## src/cvf_pkg.sv

```systemverilog
package cvf_pkg;
  // Register indices; byte address is four times the index
  localparam logic [7:0] IDX_FWD_CTL1 = 8'h20;
  localparam logic [7:0] IDX_MODE_CTL = 8'h21;
  localparam logic [7:0] IDX_FWD_STATUS = 8'h22;
  localparam logic [7:0] IDX_IRQ_STS = 8'h30;
  localparam logic [7:0] IDX_IRQ_EN = 8'h31;
  localparam logic [7:0] IDX_IRQ_CLR = 8'h32;
  localparam int ADDR_W = 12;
  localparam int DATA_W = 32;
  // Field positions
  localparam int CTL1_BLOCK_LSB = 4;
  localparam int CTL2_DUP_BIT = 7;
  localparam int CTL2_SWR_BIT = 6;
  localparam int CTL2_MODE_LSB = 2;
  localparam int CTL2_ROT_BIT = 0;
  localparam int STS_LOSS_BIT = 2;
  localparam int STS_ALIGNED_BIT = 0;
  localparam int IRQ_LOSS_BIT = 0;
  localparam int IRQ_ALIGN_BIT = 1;
  localparam int IRQ_W = 2;
  // Reset values and writable masks
  localparam logic [7:0] CTL1_RST = 8'h30;
  localparam logic [7:0] CTL2_RST = 8'h01;
  localparam logic [7:0] CTL1_WMASK = 8'h30;
  localparam logic [7:0] CTL2_WMASK = 8'hcd;

  typedef enum logic [1:0] {
    MODE_OFF = 2'b00,
    MODE_BASIC = 2'b01,
    MODE_ILV = 2'b10,
    MODE_CAT = 2'b11
  } cvf_mode_t;

  typedef enum logic [1:0] {
    ST_IDLE = 2'b00,
    ST_FIRST = 2'b01,
    ST_SECOND = 2'b10
  } cvf_state_t;
endpackage : cvf_pkg

```

## src/cvf_forward_ctrl.sv

```systemverilog
`timescale 1ns/1ps
module cvf_forward_ctrl import cvf_pkg::*; (
  // APB slave
  input wire logic pclk,
  input wire logic presetn,
  input wire logic psel,
  input wire logic penable,
  input wire logic pwrite,
  input wire logic [ADDR_W-1:0] paddr,
  input wire logic [DATA_W-1:0] pwdata,
  output logic [DATA_W-1:0] prdata,
  output logic pready,
  output logic pslverr,
  // Receive port engines
  input wire logic [1:0] rx_valid,
  output logic [1:0] rx_ready,
  input wire logic [DATA_W-1:0] rx0_data,
  input wire logic [DATA_W-1:0] rx1_data,
  input wire logic [1:0] rx_last,
  input wire logic [1:0] rx_short,
  input wire logic [1:0] rx_fe,
  // Output port 0
  output logic tx0_valid,
  input wire logic tx0_ready,
  output logic [DATA_W-1:0] tx0_data,
  output logic tx0_last,
  output logic tx0_short,
  output logic tx0_src,
  // Output port 1
  output logic tx1_valid,
  input wire logic tx1_ready,
  output logic [DATA_W-1:0] tx1_data,
  output logic tx1_last,
  output logic tx1_short,
  output logic tx1_src,
  // Interrupt
  output logic irq
);

  logic [7:0] ctl1_q, ctl1_d, ctl2_q, ctl2_d;
  logic loss_q, loss_d, aligned_q, aligned_d, frame_ok_q, frame_ok_d;
  logic [IRQ_W-1:0] ists_q, ists_d, ien_q, ien_d;
  logic [DATA_W-1:0] prdata_q, prdata_d;
  logic setup, wr_acc, rd_acc, mapped, loss_evt, align_evt;
  logic hit_c1, hit_c2, hit_st, hit_is, hit_ie, hit_ic;
  logic [7:0] sts_view;
  cvf_mode_t mode;
  logic rot, swr, dup;
  logic [1:0] en, avail, long_av;

  assign mode = cvf_mode_t'(ctl2_q[CTL2_MODE_LSB +: 2]);
  assign rot = ctl2_q[CTL2_ROT_BIT];
  assign swr = ctl2_q[CTL2_SWR_BIT];
  assign dup = ctl2_q[CTL2_DUP_BIT];
  assign en = ~ctl1_q[CTL1_BLOCK_LSB +: 2];
  assign avail = rx_valid & en;
  assign long_av = avail & ~rx_short;

  // Address decode; only aligned word addresses hit
  // Address passed in so each decode re-evaluates when it moves
  function automatic logic hit(input logic [ADDR_W-1:0] a,
                               input logic [7:0] idx);
    hit = (a == {2'b00, idx, 2'b00});
  endfunction : hit

  assign hit_c1 = hit(paddr, IDX_FWD_CTL1);
  assign hit_c2 = hit(paddr, IDX_MODE_CTL);
  assign hit_st = hit(paddr, IDX_FWD_STATUS);
  assign hit_is = hit(paddr, IDX_IRQ_STS);
  assign hit_ie = hit(paddr, IDX_IRQ_EN);
  assign hit_ic = hit(paddr, IDX_IRQ_CLR);
  assign mapped = hit_c1 | hit_c2 | hit_st | hit_is | hit_ie | hit_ic;
  assign setup = psel & ~penable;
  assign wr_acc = psel & penable & pwrite;
  assign rd_acc = psel & penable & ~pwrite;
  assign pready = psel & penable;
  assign pslverr = psel & penable & ~mapped;
  assign prdata = prdata_q;
  assign irq = |(ists_q & ien_q);

  always_comb begin
    sts_view = 8'h00;
    sts_view[STS_LOSS_BIT] = loss_q;
    sts_view[STS_ALIGNED_BIT] = aligned_q & (mode != MODE_OFF) & ~rot;
  end

  // Register group
  always_comb begin
    ctl1_d = ctl1_q;
    ctl2_d = ctl2_q;
    ien_d = ien_q;
    ists_d = ists_q;
    loss_d = loss_q;
    prdata_d = prdata_q;
    // Read data is caught in the setup cycle so prdata leaves a flop
    if (setup) begin
      prdata_d = '0;
      if (hit_c1) prdata_d[7:0] = ctl1_q;
      if (hit_c2) prdata_d[7:0] = ctl2_q;
      if (hit_st) prdata_d[7:0] = sts_view;
      if (hit_is) prdata_d[IRQ_W-1:0] = ists_q;
      if (hit_ie) prdata_d[IRQ_W-1:0] = ien_q;
    end
    if (wr_acc && hit_c1) ctl1_d = pwdata[7:0] & CTL1_WMASK;
    if (wr_acc && hit_c2) ctl2_d = pwdata[7:0] & CTL2_WMASK;
    if (wr_acc && hit_ie) ien_d = pwdata[IRQ_W-1:0];
    if (wr_acc && hit_ic) ists_d = ists_q & ~pwdata[IRQ_W-1:0];
    // Only a loss that was actually returned is cleared
    if (rd_acc && hit_st && prdata_q[STS_LOSS_BIT]) loss_d = 1'b0;
    if (loss_evt) loss_d = 1'b1;
    ists_d[IRQ_LOSS_BIT] = ists_d[IRQ_LOSS_BIT] | loss_evt;
    ists_d[IRQ_ALIGN_BIT] = ists_d[IRQ_ALIGN_BIT] | align_evt;
  end

  always_ff @(posedge pclk or negedge presetn) begin
    if (!presetn) begin
      ctl1_q <= CTL1_RST;
      ctl2_q <= CTL2_RST;
      ien_q <= '0;
      ists_q <= '0;
      loss_q <= 1'b0;
      prdata_q <= '0;
    end else begin
      ctl1_q <= ctl1_d;
      ctl2_q <= ctl2_d;
      ien_q <= ien_d;
      ists_q <= ists_d;
      loss_q <= loss_d;
      prdata_q <= prdata_d;
    end
  end

  // Forwarding engine
  cvf_state_t state_q, state_d;
  logic cur_q, cur_d, grp_q, grp_d, cat_q, cat_d;
  logic rr_q, rr_d, ilv_q, ilv_d, sel;
  logic out_free, move;
  logic [DATA_W-1:0] cur_data;

  // Both outputs advance together so duplicated data never skews
  assign out_free = (~tx0_valid | tx0_ready) & (~tx1_valid | tx1_ready);
  assign move = (state_q != ST_IDLE) & rx_valid[cur_q] & out_free;
  assign cur_data = cur_q ? rx1_data : rx0_data;

  genvar gi;
  generate
    for (gi = 0; gi < 2; gi++) begin : g_rdy
      assign rx_ready[gi] = (state_q != ST_IDLE) & (cur_q == 1'(gi))
                            & out_free;
    end
  endgenerate

  always_comb begin
    state_d = state_q;
    cur_d = cur_q;
    grp_d = grp_q;
    cat_d = cat_q;
    rr_d = rr_q;
    ilv_d = ilv_q;
    aligned_d = aligned_q;
    frame_ok_d = frame_ok_q;
    loss_evt = 1'b0;
    sel = 1'b0;
    case (state_q)
      ST_IDLE: begin
        grp_d = 1'b0;
        cat_d = 1'b0;
        if (rot) begin
          if (|avail) begin
            sel = avail[rr_q] ? rr_q : ~rr_q;
            state_d = ST_FIRST;
          end
        end else if (mode != MODE_OFF) begin
          if (swr && mode != MODE_CAT && |long_av) begin
            sel = long_av[rr_q] ? rr_q : ~rr_q;
            state_d = ST_FIRST;
          end else if (avail == en && |en) begin
            if (en != 2'b11) begin
              sel = en[1];
              state_d = ST_FIRST;
            end else if (rx_short[0] != rx_short[1]
                         || rx_fe[0] != rx_fe[1]) begin
              // Mismatched heads: drop alignment, flush port 0 alone
              loss_evt = frame_ok_q;
              aligned_d = 1'b0;
              sel = 1'b0;
              state_d = ST_FIRST;
            end else begin
              sel = (mode == MODE_ILV) ? ilv_q : 1'b0;
              if (mode == MODE_ILV) ilv_d = ~ilv_q;
              grp_d = 1'b1;
              cat_d = (mode == MODE_CAT) & ~rx_short[0];
              state_d = ST_FIRST;
            end
            if (state_d == ST_FIRST && !loss_evt
                && rx_short[sel] && rx_fe[sel]) begin
              frame_ok_d = 1'b1;
              aligned_d = 1'b1;
            end
          end
        end else if (|avail) begin
          sel = ~avail[0];
          state_d = ST_FIRST;
        end
        if (state_d == ST_FIRST) begin
          cur_d = sel;
          rr_d = ~sel;
        end
      end
      ST_FIRST: begin
        if (move && rx_last[cur_q]) begin
          if (grp_q) begin
            state_d = ST_SECOND;
            cur_d = ~cur_q;
          end else begin
            state_d = ST_IDLE;
          end
        end
      end
      ST_SECOND: begin
        if (move && rx_last[cur_q]) state_d = ST_IDLE;
      end
      default: state_d = ST_IDLE;
    endcase
    if (rot || mode == MODE_OFF) begin
      aligned_d = 1'b0;
      frame_ok_d = 1'b0;
    end
  end

  assign align_evt = aligned_d & ~aligned_q;

  always_ff @(posedge pclk or negedge presetn) begin
    if (!presetn) begin
      state_q <= ST_IDLE;
      cur_q <= 1'b0;
      grp_q <= 1'b0;
      cat_q <= 1'b0;
      rr_q <= 1'b0;
      ilv_q <= 1'b0;
      aligned_q <= 1'b0;
      frame_ok_q <= 1'b0;
    end else begin
      state_q <= state_d;
      cur_q <= cur_d;
      grp_q <= grp_d;
      cat_q <= cat_d;
      rr_q <= rr_d;
      ilv_q <= ilv_d;
      aligned_q <= aligned_d;
      frame_ok_q <= frame_ok_d;
    end
  end

  // Output stage
  logic v0_d, v1_d, last_d;
  logic [DATA_W-1:0] d0_d, d1_d;
  logic l0_d, l1_d, s0_d, s1_d, p0_d, p1_d;

  // First half of a concatenated pair hides its end marker
  assign last_d = rx_last[cur_q] & ~((state_q == ST_FIRST) & cat_q);

  always_comb begin
    v0_d = tx0_valid;
    v1_d = tx1_valid;
    {d0_d, l0_d, s0_d, p0_d} = {tx0_data, tx0_last, tx0_short, tx0_src};
    {d1_d, l1_d, s1_d, p1_d} = {tx1_data, tx1_last, tx1_short, tx1_src};
    if (out_free) begin
      v0_d = move;
      v1_d = move & dup;
      if (move) begin
        {d0_d, l0_d, s0_d, p0_d} = {cur_data, last_d, rx_short[cur_q], cur_q};
        if (dup) begin
          {d1_d, l1_d, s1_d, p1_d} = {cur_data, last_d, rx_short[cur_q],
                                      cur_q};
        end
      end
    end
  end

  always_ff @(posedge pclk or negedge presetn) begin
    if (!presetn) begin
      tx0_valid <= 1'b0;
      tx1_valid <= 1'b0;
      {tx0_data, tx0_last, tx0_short, tx0_src} <= '0;
      {tx1_data, tx1_last, tx1_short, tx1_src} <= '0;
    end else begin
      tx0_valid <= v0_d;
      tx1_valid <= v1_d;
      {tx0_data, tx0_last, tx0_short, tx0_src} <= {d0_d, l0_d, s0_d, p0_d};
      {tx1_data, tx1_last, tx1_short, tx1_src} <= {d1_d, l1_d, s1_d, p1_d};
    end
  end
endmodule : cvf_forward_ctrl

```

## config.mk

```make
export PLATFORM = sky130hd
export DESIGN_NAME = cvf_forward_ctrl
export DESIGN_NICKNAME = d
export VERILOG_FILES = /design/src/cvf_pkg.sv /design/src/cvf_forward_ctrl.sv
export SDC_FILE = /design/constraint.sdc
export NUM_CORES = 1
export LEC_CHECK = 0
export BUFFER_PORTS_ARGS = -buffer_cell sky130_fd_sc_hd__buf_2
export CAP_MARGIN = 20
export CORE_ASPECT_RATIO = 0.6
export CORE_MARGIN = 5
export CORE_UTILIZATION = 45
export DETAILED_ROUTE_END_ITERATION = 6
export GPL_TIMING_DRIVEN = 0
export MAX_ROUTING_LAYER = met4
export PLACE_DENSITY = 0.78
export SLEW_MARGIN = 20
export SYNTH_ARGS = -nofsm -noshare
export SYNTH_HDL_FRONTEND = slang
export SYNTH_SLANG_ARGS = --single-unit
```

## constraint.sdc

```tcl
create_clock -name pclk -period 3.8 [get_ports pclk]
set_input_delay 0.76 -clock pclk [delete_from_list [all_inputs] [get_ports pclk]]
set_output_delay 0.76 -clock pclk [all_outputs]
set_load 0.03 [all_outputs]
```

Yosys cells after proc, flatten, opt, wreduce, memory -nomap -nowiden
Index checks and enable logic that the tools add are counted.
- bits in registers: 101
- word-level logic and storage cells: 238
- input bits: 123
- output and inout port bits: 109
- magnitude comparators: 3
- muxes and demuxes: 99
- equal/unequal tests: 23
- reduce and logical (&&, ||, !) cells: 37
- bitwise operators: 52
- operators by type and width (kind ; count):
    1-bit 2-to-1 mux ; 76
    12-bit by 8-bit == test with 1-bit output (second input constant) ; 6
    2-bit 2-to-1 mux ; 17
    32-bit 2-to-1 mux ; 1
    1-bit bitwise AND ; 19
    1-bit NOT ; 17
    8-bit 2-to-1 mux ; 2
    2-bit nonzero test ; 8
    1-bit logical AND ; 13
    2-bit != test (second input constant) ; 6
    1-bit OR ; 9
    2-bit bitwise AND ; 4
    8-bit AND reduction ; 1
    2-bit OR reduction ; 4
    2-bit by 1-bit == test with 1-bit output (second input constant) ; 3
    2-bit == test (second input constant) ; 3
    1-bit by 2-bit less-than comparator with 1-bit output (second input constant) ; 3
    6-bit 2-to-1 mux ; 1
    2-bit NOT ; 3
    2-bit one-hot mux with 3 select lines ; 1
    2-bit AND reduction ; 3
    6-bit AND reduction ; 1
    2-bit logical NOT ; 2
    2-bit by 1-bit != test with 1-bit output (second input constant) ; 2
    7 further kinds ; 9

Longest topological paths before layout
Gate-level depths: netlist of run 1.
- depth in word-level cells: 22
- depth in mapped cells: 9
- depth with buffers taken out: 6

Least setup slack after synthesis of run 1
OpenSTA, ideal clock, no wires.
- path type: in2out
- start point: in paddr[1]
- end point: out pslverr
- buffers on the path: 0
- data required time: 3.040 ns
- arrival: 1.708 ns
- cell stages on the path: 3
- setup slack: 1.332 ns
- cell sequence: nor4b_1 nor2_1 o21a_1
- longest elaborated chain between the ends: 8
- elaborated cells on any way between the ends: 13
- classes of those cells: eq/ne (6); bitwise (7)
- RTL lines (what ; line ; source):
    start, declared ; cvf_forward_ctrl.sv:9 ; input wire logic [ADDR_W-1:0] paddr,
    12-bit by 8-bit == test with 1-bit output ; cvf_forward_ctrl.sv:63 ; hit = (a == {2'b00, idx, 2'b00});
    1-bit OR (4 in series) ; cvf_forward_ctrl.sv:72 ; assign mapped = hit_c1 | hit_c2 | hit_st | hit_is | hit_ie | hit_ic;
    1-bit OR * ; cvf_forward_ctrl.sv:72 ;
    1-bit NOT * ; cvf_forward_ctrl.sv:77 ; assign pslverr = psel & penable & ~mapped;
    1-bit bitwise AND * ; cvf_forward_ctrl.sv:77 ;
    end, declared ; cvf_forward_ctrl.sv:13 ; output logic pslverr,
Every way passes the cells marked *; elsewhere a longest branch is shown, timed or not.

Final worst setup path of run 1
Ends and elaborated chain as after synthesis.

==> flow_metrics.py, run 1 <==
metrics = {
    "outcome": {
        "status": "complete, no violations",
    },
    "synthesis": {
        "synth_edf_count": 0,
        "synthCells": 469,
        "synth_top_area_cell": "dfrtp_1",
        "yosys.area.top_type_share": 0.501,
        "synthTopCellsByArea": "dfrtp_1 (50%), mux2i_1 (7.0%), nor2_1 (5.7%)",
        "synth_ff_type": "dfrtp_1",
        "synth_cell_types": 58,
        "synth.avg_cell_area_um2": 10.4,
        "synth-async-reset-ratio": 1.00,
        "seq_area_frac_synth": 0.518,
        "ys_warn_count": 0,
        "syn_area_um2": 4890,
        "synth_seq_cells": 101,
    },
    "timing": {
        "final_max_slew_viol_count": 0,
        "period_minus_slack_ps": 2890,
        "fin_crit_sh": 0.761,
        "fmax_mhz": 346,
        "hold_viol_final": 0,
        "finalClockSkew_ps": 7.66,
        "setup_viol_count_final": 0,
        "grt_setup_unrepaired": "false",
        "tns_ps": 0,
        "max-slew-margin-rel": 0.403,
        "worstMarginPinSlew_ps": 883,
        "worst_hold_slack_ps": 332,
    },
    "clock_network": {
        "clock-sinks": 101,
        "clk_root_buffer_cell": "clkbuf_16",
        "post-cts-setup-buffers": 0,
        "h-tree-depth": 3,
        "clock_latency_ps": 340,
        "hold_buffers": 0,
        "clk_pin_slew_worst_paths_ps": 70,
        "clockBufferDepth": 2,
        "numCtsBuffers": 9,
        "cts_tree": "yes",
        "cts_resized": 0,
    },
    "drt": {
        "drt_iter0_drc": 304,
        "vias": 4271,
        "drt_first_pass_iters": 5,
        "wl_um": 14000,
        "ant_nets": 0,
        "route.detailed.drc": 0,
        "viasPerCell": 5.14,
        "wl_per_cell_um": 16.9,
    },
    "critical_path": {
        "timing.rr.end": "tx1_data[28]",
        "r2r_cells": 9,
        "reg2reg_from": "cur_q",
        "critical_path_required_ps": 3040,
        "start_kind": "input pin",
        "critical_path_arrival_ps": 2130,
        "worstPathMaxFanout": 5,
        "path_class": "input pin to primary output",
        "endpoint": "pslverr",
        "worst_setup_path_end_kind": "primary output",
        "r2r_slack_ps": 1740,
        "critPathLaunch": "paddr[1]",
    },
    "power_and_ir_drop": {
        "cellPowerDensity_nw_per_um2": 616,
        "p_leak_nw": 3.24,
        "peakVddDrop_uv": 414,
    },
    "final_layout": {
        "num-fill-cells": 909,
        "n_antenna_cell": 0,
        "nets": 810,
        "drive_gt1_frac": 0.415,
        "syn_to_final_growth_pct": 30.7,
    },
    "global_route": {
        "grt_pass1_vias": 4304,
        "grt_start_max_net_pins": 59,
        "antenna_found_initial": 0,
        "gr-usage-all-layers": 0.219,
        "grt_overflow": 0,
        "grt_pass1_wl_um": 22100,
    },
    "floorplan": {
        "core-area_um2": 10600,
        "die_y_um": 90.8,
        "start_util": 0.462,
        "ios": 232,
        "rows": 29,
        "dieArea_um2": 13100,
        "die-width_um": 145,
    },
    "worst_hold_path": {
        "hold_class": "input pin to asynchronous set/reset pin",
    },
    "placement": {
        "io_buffers": 183,
        "gp_congestion": 0.924,
        "dp_hpwl_um": 11000,
    },
    "job": {
        "maxCapViolCount": 0,
    },
}
-- synthesized netlist by cell type, types with 2 or more instances --
cell / n
and2_1: 2
xnor2_1: 3
nand3_1: 7
nor2b_1: 5
nor3_1: 5
mux2i_1: 34
o31ai_1: 3
buf_2: 4
nand2b_1: 6
buf_4: 24
mux2_2: 12
a21oi_2: 30
a21oi_1: 44
a21o_1: 5
dfstp_2: 3
o21ai_0: 9
buf_1: 3
inv_1: 2
and3_1: 2
dfrtp_1: 98
o41ai_1: 2
buf_6: 7
nand4_1: 3
o21a_1: 2
nor2_1: 74
o211ai_1: 2
o2bb2ai_1: 4
nand2_1: 32
o22ai_1: 2
nor3b_1: 3
clkbuf_1: 10
-- layer usage --
metal,wire (um),part of all wire,global-route usage,up-vias
met4,272,0.019,0.0575,0
met3,1120,0.080,0.0471,29
met2,6530,0.46,0.335,197
met5,0,0,-,-
met1,6120,0.44,0.296,2015
li1,-,-,-,2030
-- final cells by class --
cell class,count,area [um^2],share of cell area
Sequential cell,101,2530,0.396
Multi-Input combinational cell,341,2110,0.330
Timing Repair Buffer,184,950,0.149
Buffer,48,328,0.0513
Clock buffer,9,225,0.0352
Tap cell,139,174,0.0272
Clock inverter,7,65.1,0.0102
Inverter,2,7.51,0.00117
-- state kept, by name, indices dropped and copies added, names as in the netlist, 2 cells and up --
name      cells
ctl1_q        2
ctl2_q        5
ien_q         2
ists_q        2
prdata        8
state_q       2
tx0_data     32
tx1_data     32
-- cell usage in the layout (no fill, tap or decap), drive strengths merged, types with 2 or more instances in the layout --
cell     count
o2bb2ai      4
a21oi       74
o22ai        2
a21o         5
o41ai        2
nor2        74
nor4b        2
mux2        13
o21a         2
nand3        7
xnor2        3
conb        24
and3         2
nand2b       6
and2         2
nor3b        4
o211ai       2
mux2i       34
nor3         5
o31ai        3
nor2b        5
dfstp        3
buf        222
dfrtp       98
nand4        3
o21ai        9
clkbuf      19
nand2       32
clkinv       3
inv          6
-- how the worst min path moves through the flow --
stage	end	start	cells after the start
detailed placement	ists_q[1]	aligned_q	1
floorplan	ists_q[1]	aligned_q	1
global placement	ists_q[1]	aligned_q	1
global route	tx0_data[9]	presetn	1
CTS	tx0_data[9]	presetn	1
finish	tx0_data[9]	presetn	1
-- power by group --
part	switching (mW)	total, mW	internal [mW]	leakage [nW]
combinational	1.11	1.64	0.526	1.80
sequential	0.119	1.41	1.29	1.29
clock	0.431	0.891	0.460	0.144
-- through the flow --
step,instance area [um^2],util,total power [mW],instances,setup WS [ps]
3_5_place_dp,6100,0.576,3.06,815,939
2_1_floorplan,4980,-,2.53,492,1330
5_1_grt,6390,0.603,4.15,831,728
6_report,6390,0.603,3.94,831,909
4_1_cts,6390,0.603,3.96,831,917
3_3_place_gp,6070,0.573,3.00,814,968
-- worst max-delay path: stages --
cell     delay, ps
buf_2          120
nor4b_1        780
nor2_1         110
o21a_1         190
buf_2          170
-- kinds of logic (layout without fill, tap and decap cells) --
logic type / after synthesis / after routing / synth area share
AO/OA/AOI/OAI: 114 / 114 / 0.159
XOR/XNOR: 4 / 4 / 0.00716
buffers and inverters: 50 / 250 / 0.0686
flip-flops: 101 / 101 / 0.518
multiplexers: 47 / 47 / 0.100
other: 1 / 24 / 0.000767
AND/OR/NAND/NOR: 152 / 152 / 0.146
Note: power is estimated with default switching activity, not from simulation.
==> run 2, diff against run 1 <==
--- a/config.mk
+++ b/config.mk
@@ -9,11 +9,11 @@
 export CAP_MARGIN = 20
 export CORE_ASPECT_RATIO = 0.6
 export CORE_MARGIN = 5
-export CORE_UTILIZATION = 45
+export CORE_UTILIZATION = 42
 export DETAILED_ROUTE_END_ITERATION = 6
 export GPL_TIMING_DRIVEN = 0
 export MAX_ROUTING_LAYER = met4
-export PLACE_DENSITY = 0.78
+export PLACE_DENSITY = 0.76
 export SLEW_MARGIN = 20
 export SYNTH_ARGS = -nofsm -noshare
 export SYNTH_HDL_FRONTEND = slang
==> constraint.sdc (replaced) <==
create_clock -name pclk -period 2.49 [get_ports pclk]
set_input_delay 0.498 -clock pclk [delete_from_list [all_inputs] [get_ports pclk]]
set_output_delay 0.498 -clock pclk [all_outputs]
set_load 0.03 [all_outputs]
==> run 2 against run 1 <==
  * Cell area is 0.41% higher
  * Non-clock buffer count stayed put
  * Sequential power is 52% higher
  * Final cell count is 2.5% higher
  * Total power is 53% higher
  * Hold slack worse by 230 ps
  * Die area is 6.5% higher
  * Clock power is 55% higher
  * Worst setup slack worse by 740 ps
  * Count of clock-buffer cells in the layout is 1 higher
  * Sequential share of layout area is 0.16 points lower
  * First-iteration DRC count is 16% lower
==> flow_metrics.py, run 2 (synthesis gave the netlist of run 1 again) <==
metrics = {
    "outcome": {
        "status": "complete, no violations",
    },
    "floorplan": {
        "die-width_um": 149,
        "dieArea_um2": 14000,
        "core-area_um2": 11300,
        "ios": 232,
        "die_y_um": 93.6,
        "rows": 30,
        "start_util": 0.431,
    },
    "critical_path": {
        "reg2reg_from": "ctl1_q[5]",
        "endpoint": "pslverr",
        "critical_path_arrival_ps": 1820,
        "critical_path_required_ps": 1990,
        "critPathLaunch": "paddr[1]",
        "r2r_slack_ps": 320,
        "timing.rr.end": "cur_q",
        "worstPathMaxFanout": 5,
        "start_kind": "input pin",
        "worst_setup_path_end_kind": "primary output",
        "path_class": "input pin to primary output",
        "r2r_cells": 6,
    },
    "timing": {
        "max-slew-margin-rel": 0.441,
        "grt_setup_unrepaired": "false",
        "fin_crit_sh": 0.932,
        "worstMarginPinSlew_ps": 826,
        "period_minus_slack_ps": 2320,
        "setup_viol_count_final": 0,
        "finalClockSkew_ps": 7.60,
        "final_max_slew_viol_count": 0,
        "worst_hold_slack_ps": 101,
        "hold_viol_final": 0,
        "fmax_mhz": 431,
    },
    "final_layout": {
        "syn_to_final_growth_pct": 31.2,
        "finish.utilization": 0.566,
        "n_antenna_cell": 0,
        "nets": 810,
        "fin_cells": 852,
        "mostFrequentLayoutCell": "buf_2",
        "multiInputGateArea_um2": 2110,
        "ff_latch_area_um2": 2530,
        "drive_gt1_frac": 0.413,
        "final_cell_mix": "buf_2 (186), dfrtp_1 (98), nor2_1 (74)",
        "num-fill-cells": 1027,
    },
    "clock_network": {
        "clockBufferDepth": 2,
        "clk_pin_slew_worst_paths_ps": 70,
        "clk_root_buffer_cell": "clkbuf_16",
        "hold_buffers": 0,
        "clock_latency_ps": 330,
        "numCtsBuffers": 9,
        "cts_resized": 0,
        "h-tree-depth": 3,
        "post-cts-setup-buffers": 0,
        "cts_tree": "yes",
        "clock-sinks": 101,
    },
    "placement": {
        "dp_hpwl_um": 11100,
        "io_buffers": 183,
        "dp_cells": 836,
        "gp_congestion": 0.901,
    },
    "global_route": {
        "grt_pass1_wl_um": 21900,
        "grt_pass1_vias": 4268,
        "gr-usage-all-layers": 0.202,
        "grt_start_max_net_pins": 57,
        "grt_overflow": 0,
        "antenna_found_initial": 0,
    },
    "drt": {
        "vias": 4229,
        "wl_um": 14100,
        "drt_iter0_drc": 254,
        "drt_first_pass_iters": 5,
        "wl_per_cell_um": 16.5,
        "ant_nets": 0,
        "viasPerCell": 4.96,
        "route.detailed.drc": 0,
    },
    "job": {
        "maxCapViolCount": 0,
    },
    "worst_hold_path": {
        "hold_class": "input pin to asynchronous set/reset pin",
    },
    "power_and_ir_drop": {
        "p_leak_nw": 3.23,
        "peakVddDrop_uv": 634,
        "cellPowerDensity_nw_per_um2": 937,
    },
}
run 2: changes by cell type in the layout (fill, tap and decap cells not counted):
cell | previous run | this run
clkinv_4 | 1 | 0
clkinv_2 | 1 | 3
clkinv_8 | 1 | 0
clkbuf_1 | 10 | 11
inv_6 | 4 | 1
clkinvlp_4 | 0 | 1
bufinv_16 | 0 | 1
run 2: layout make-up:
type / count / area share
Clock buffer: 10 / 0.0357
Multi-Input combinational cell: 341 / 0.329
Tap cell: 160 / 0.0312
Clock inverter: 6 / 0.00955
Timing Repair Buffer: 184 / 0.148
Buffer: 48 / 0.0511
Sequential cell: 101 / 0.394
Inverter: 2 / 0.00117
run 2: per-stage QoR:
| stage | total power [mW] | cell area (um^2) | TNS [ps] | worst slack (ps) |
|---|---|---|---|---|
| after floorplan | 3.87 | 4980 | 0 | 546 |
| after global placement | 4.59 | 6090 | -9930 | -109 |
| after detailed placement | 4.67 | 6130 | 0 | 173 |
| after CTS | 6.06 | 6420 | 0 | 162 |
| after global routing | 6.37 | 6420 | 0 | 43.1 |
| final | 6.01 | 6420 | 0 | 169 |
run 2: metal layers:
layer  share of wire  track usage  vias up
met1            0.47        0.281     1981
met2            0.44        0.297      202
met3           0.088       0.0620       16
met5               0            -        -
met4          0.0095       0.0373        0
li1                -            -     2030
run 2: where the power goes:
group	leakage, nW	switching (mW)	internal, mW	total, mW
Clock	0.143	0.603	0.779	1.38
Combinational	1.80	1.68	0.803	2.48
Sequential	1.29	0.184	1.97	2.15
Total	3.23	2.46	3.55	6.01
run 2: how the worst min path moves through the flow:
stage                            to  slack [ps]  cells after the start
after detailed placement  ists_q[1]         440                      1
after global routing        tx1_src         130                      1
after CTS                 aligned_q         110                      1
after floorplan           aligned_q         200                      0
final                         ilv_q         100                      1
after global placement    ists_q[1]         430                      1
run 2: worst max-delay path: stages:
cell and delay, ps:
buf_2 120, nor4b_1 740, nor2_1 110, o21a_1 190
buf_2 170
==> run 3, diff against run 2 <==
--- a/config.mk
+++ b/config.mk
@@ -5,6 +5,7 @@
 export SDC_FILE = /design/constraint.sdc
 export NUM_CORES = 1
 export LEC_CHECK = 0
+export ABC_AREA = 1
 export BUFFER_PORTS_ARGS = -buffer_cell sky130_fd_sc_hd__buf_2
 export CAP_MARGIN = 20
 export CORE_ASPECT_RATIO = 0.6
@@ -13,7 +14,7 @@
 export DETAILED_ROUTE_END_ITERATION = 6
 export GPL_TIMING_DRIVEN = 0
 export MAX_ROUTING_LAYER = met4
-export PLACE_DENSITY = 0.76
+export PLACE_DENSITY = 0.77
 export SLEW_MARGIN = 20
 export SYNTH_ARGS = -nofsm -noshare
 export SYNTH_HDL_FRONTEND = slang
==> run 3 against run 2 <==
  * Synthesized area shrank 1.4%
  * Cell area shrank 0.99%
  * Worst setup slack gained 3.3 ps
  * Total power grew 11%
  * Clock power grew 7%
  * Utilization shrank 0.19 points
  * Via count grew 12%
  * Largest cell class unchanged
  * Largest power group unchanged
  * Highest routed layer unchanged
==> flow_metrics.py, run 3 <==
metrics = {
    "global_route": {
        "grt_use_met1": 0.321,
        "top_usage_layer": "met1",
        "grt_start_max_net_pins": 72,
        "grt_pass1_wl_um": 22700,
        "gr-usage-all-layers": 0.212,
        "grt_pass1_vias": 4423,
        "antenna_found_initial": 0,
        "gr-usage-met3": 0.0475,
        "use_met2": 0.292,
        "grt_overflow": 0,
    },
    "synthesis": {
        "yosys.area.top_type_share": 0.509,
        "ys_warn_count": 0,
        "synth-async-reset-ratio": 1.00,
        "synth.avg_cell_area_um2": 8.12,
        "synthTopCellsByArea": "dfrtp_1 (51%), nand2_1 (12%), a31oi_1 (8.4%)",
        "yosysMostFrequentCell": "nand2_1",
        "synth_seq_cells": 101,
        "yosys-top-cells-count": "nand2_1 (157), dfrtp_1 (98), nor2_1 (98)",
        "synth_top_area_cell": "dfrtp_1",
        "seq_area_frac_synth": 0.525,
        "synthCells": 594,
        "synth_edf_count": 0,
        "synth_cell_types": 28,
        "synth_ff_type": "dfrtp_1",
        "syn_area_um2": 4820,
    },
    "final_layout": {
        "mostFrequentLayoutCell": "buf_2",
        "fin_cells": 961,
        "drive_gt1_frac": 0.299,
        "num-fill-cells": 1021,
        "final_cell_mix": "buf_2 (192), nand2_1 (157), nor2_1 (98), dfrtp_1 (98), a31oi_1 (65)",
        "nets": 935,
        "syn_to_final_growth_pct": 31.8,
        "n_antenna_cell": 0,
    },
    "timing": {
        "finalClockSkew_ps": 7.02,
        "grt_setup_unrepaired": "false",
        "final_max_slew_viol_count": 0,
        "worst_hold_slack_ps": 29.8,
        "fin_crit_sh": 0.931,
        "worstMarginPinSlew_ps": 608,
        "hold_viol_final": 0,
        "period_minus_slack_ps": 2320,
        "setup_viol_count_final": 0,
        "fmax_mhz": 432,
        "max-slew-margin-rel": 0.595,
    },
    "drt": {
        "drt_iter0_drc": 317,
        "wl_um": 14400,
        "drt_first_pass_iters": 5,
        "ant_nets": 0,
        "viasPerCell": 4.95,
        "wl_per_cell_um": 15.0,
        "vias": 4756,
        "route.detailed.drc": 0,
    },
    "floorplan": {
        "start_util": 0.428,
        "core-area_um2": 11300,
        "die-width_um": 148,
        "rows": 30,
        "ios": 232,
        "dieArea_um2": 13800,
        "die_y_um": 93.0,
    },
    "critical_path": {
        "worst_setup_path_end_kind": "primary output",
        "worstPathMaxFanout": 10,
        "path_buf_inv": 4,
        "slowest_delay_ps": 460,
        "crit_top_cell": "buf_2",
        "path_class": "register to primary output",
        "critical_path_arrival_ps": 1820,
        "cp_cell_sequence": "inv_2 > buf_2 > clkbuf_1 > nor3_1 > buf_2",
        "crit_family": "buffers and inverters",
        "start_kind": "register",
        "critical_path_required_ps": 1990,
        "cp_slowest_cell": "clkbuf_1",
    },
    "job": {
        "maxCapViolCount": 0,
    },
    "clock_network": {
        "numCtsBuffers": 9,
        "cts_resized": 0,
        "hold_buffers": 0,
        "clockBufferDepth": 2,
        "clk_root_buffer_cell": "clkbuf_16",
        "clk_pin_slew_worst_paths_ps": 70,
        "h-tree-depth": 3,
        "clock_latency_ps": 330,
        "post-cts-setup-buffers": 0,
        "clock-sinks": 101,
        "cts_tree": "yes",
    },
    "power_and_ir_drop": {
        "power.switching_mw": 2.83,
        "internal-power_mw": 3.87,
        "cellPowerDensity_nw_per_um2": 1050,
        "swShare": 0.422,
        "peakVddDrop_uv": 676,
        "pwr-share-seq": 0.371,
        "clkPwrFrac": 0.221,
        "p_leak_nw": 3.31,
        "pwr-share-comb": 0.408,
    },
    "placement": {
        "gp_congestion": 0.957,
        "dp_hpwl_um": 11100,
        "dp_cells": 945,
        "io_buffers": 183,
    },
    "worst_hold_path": {
        "hold_class": "input pin to asynchronous set/reset pin",
    },
    "outcome": {
        "status": "complete, no violations",
    },
}
==> run 3: changes by cell type in the layout (fill, tap and decap cells not counted), sizes merged, moves of 6 or more <==
| cell | delta |
|---|---|
| a31oi | +65 |
| nand3 | +18 |
| nand2 | +125 |
| inv | +43 |
| nor2 | +26 |
| mux2i | -34 |
| nand2b | -6 |
| a21oi | -64 |
| mux2 | -13 |
==> run 3: area by class of cell <==
class / instances / area, um^2 / share of cell area
Clock buffer: 10 / 229 / 0.0360
Clock inverter: 6 / 87.6 / 0.0138
Buffer: 48 / 302 / 0.0475
Inverter: 46 / 173 / 0.0272
Multi-Input combinational cell: 422 / 1900 / 0.299
Sequential cell: 101 / 2530 / 0.398
Timing Repair Buffer: 184 / 950 / 0.149
Tap cell: 144 / 180 / 0.0284
==> run 3: layer usage <==
| layer | up-vias | wire (um) |
|---|---|---|
| met5 | - | 0 |
| met4 | 0 | 181 |
| li1 | 2345 | - |
| met1 | 2169 | 6980 |
| met2 | 226 | 5970 |
| met3 | 16 | 1270 |
==> run 3: final timing paths <==
| check | start | end | slack [ps] | cells past startpoint |
|---|---|---|---|---|
| setup reg to reg | tx1_valid | tx1_data[29] | 640 | 8 |
| setup / recovery | cur_q | rx_ready[1] | 170 | 5 |
| hold reg to reg | tx1_last | tx1_last | 480 | 2 |
| hold / removal | presetn | tx0_data[27] | 30 | 1 |
| max in group asynchronous | presetn | tx0_data[2] | 1810 | 2 |
| min in group pclk | rx_valid[0] | tx0_src | 400 | 2 |
==> run 3: per-stage QoR <==
step | setup slack (ps) | instance area, um^2 | setup TNS [ps] | utilization | total power [mW]
2_1_floorplan | 337 | 4910 | 0 | - | 4.32
3_3_place_gp | -135 | 6000 | -12310 | 0.533 | 5.22
3_5_place_dp | 400 | 6040 | 0 | 0.536 | 5.26
4_1_cts | 133 | 6350 | 0 | 0.564 | 6.74
5_1_grt | 64.7 | 6350 | 0 | 0.564 | 7.07
6_report | 173 | 6350 | 0 | 0.564 | 6.70
==> run 3: power groups by stage <==
stage          Combinational [mW]  Clock [mW]  Sequential [mW]
5_1_grt                      2.94        1.57             2.56
6_report                     2.73        1.48             2.48
4_1_cts                      2.75        1.51             2.48
2_1_floorplan               0.733           0             3.58
3_3_place_gp                 2.72           0             2.50
3_5_place_dp                 2.76           0             2.50
==> run 3: kinds of logic (layout without fill, tap and decap cells) <==
logic type | Yosys count | in the layout | synth area share
flops | 101 | 101 | 0.525
simple gates | 295 | 295 | 0.244
other cells | 1 | 24 | 0.000778
xor+xnor | 2 | 2 | 0.00363
compound gates | 101 | 101 | 0.128
buf+inv | 94 | 294 | 0.0984
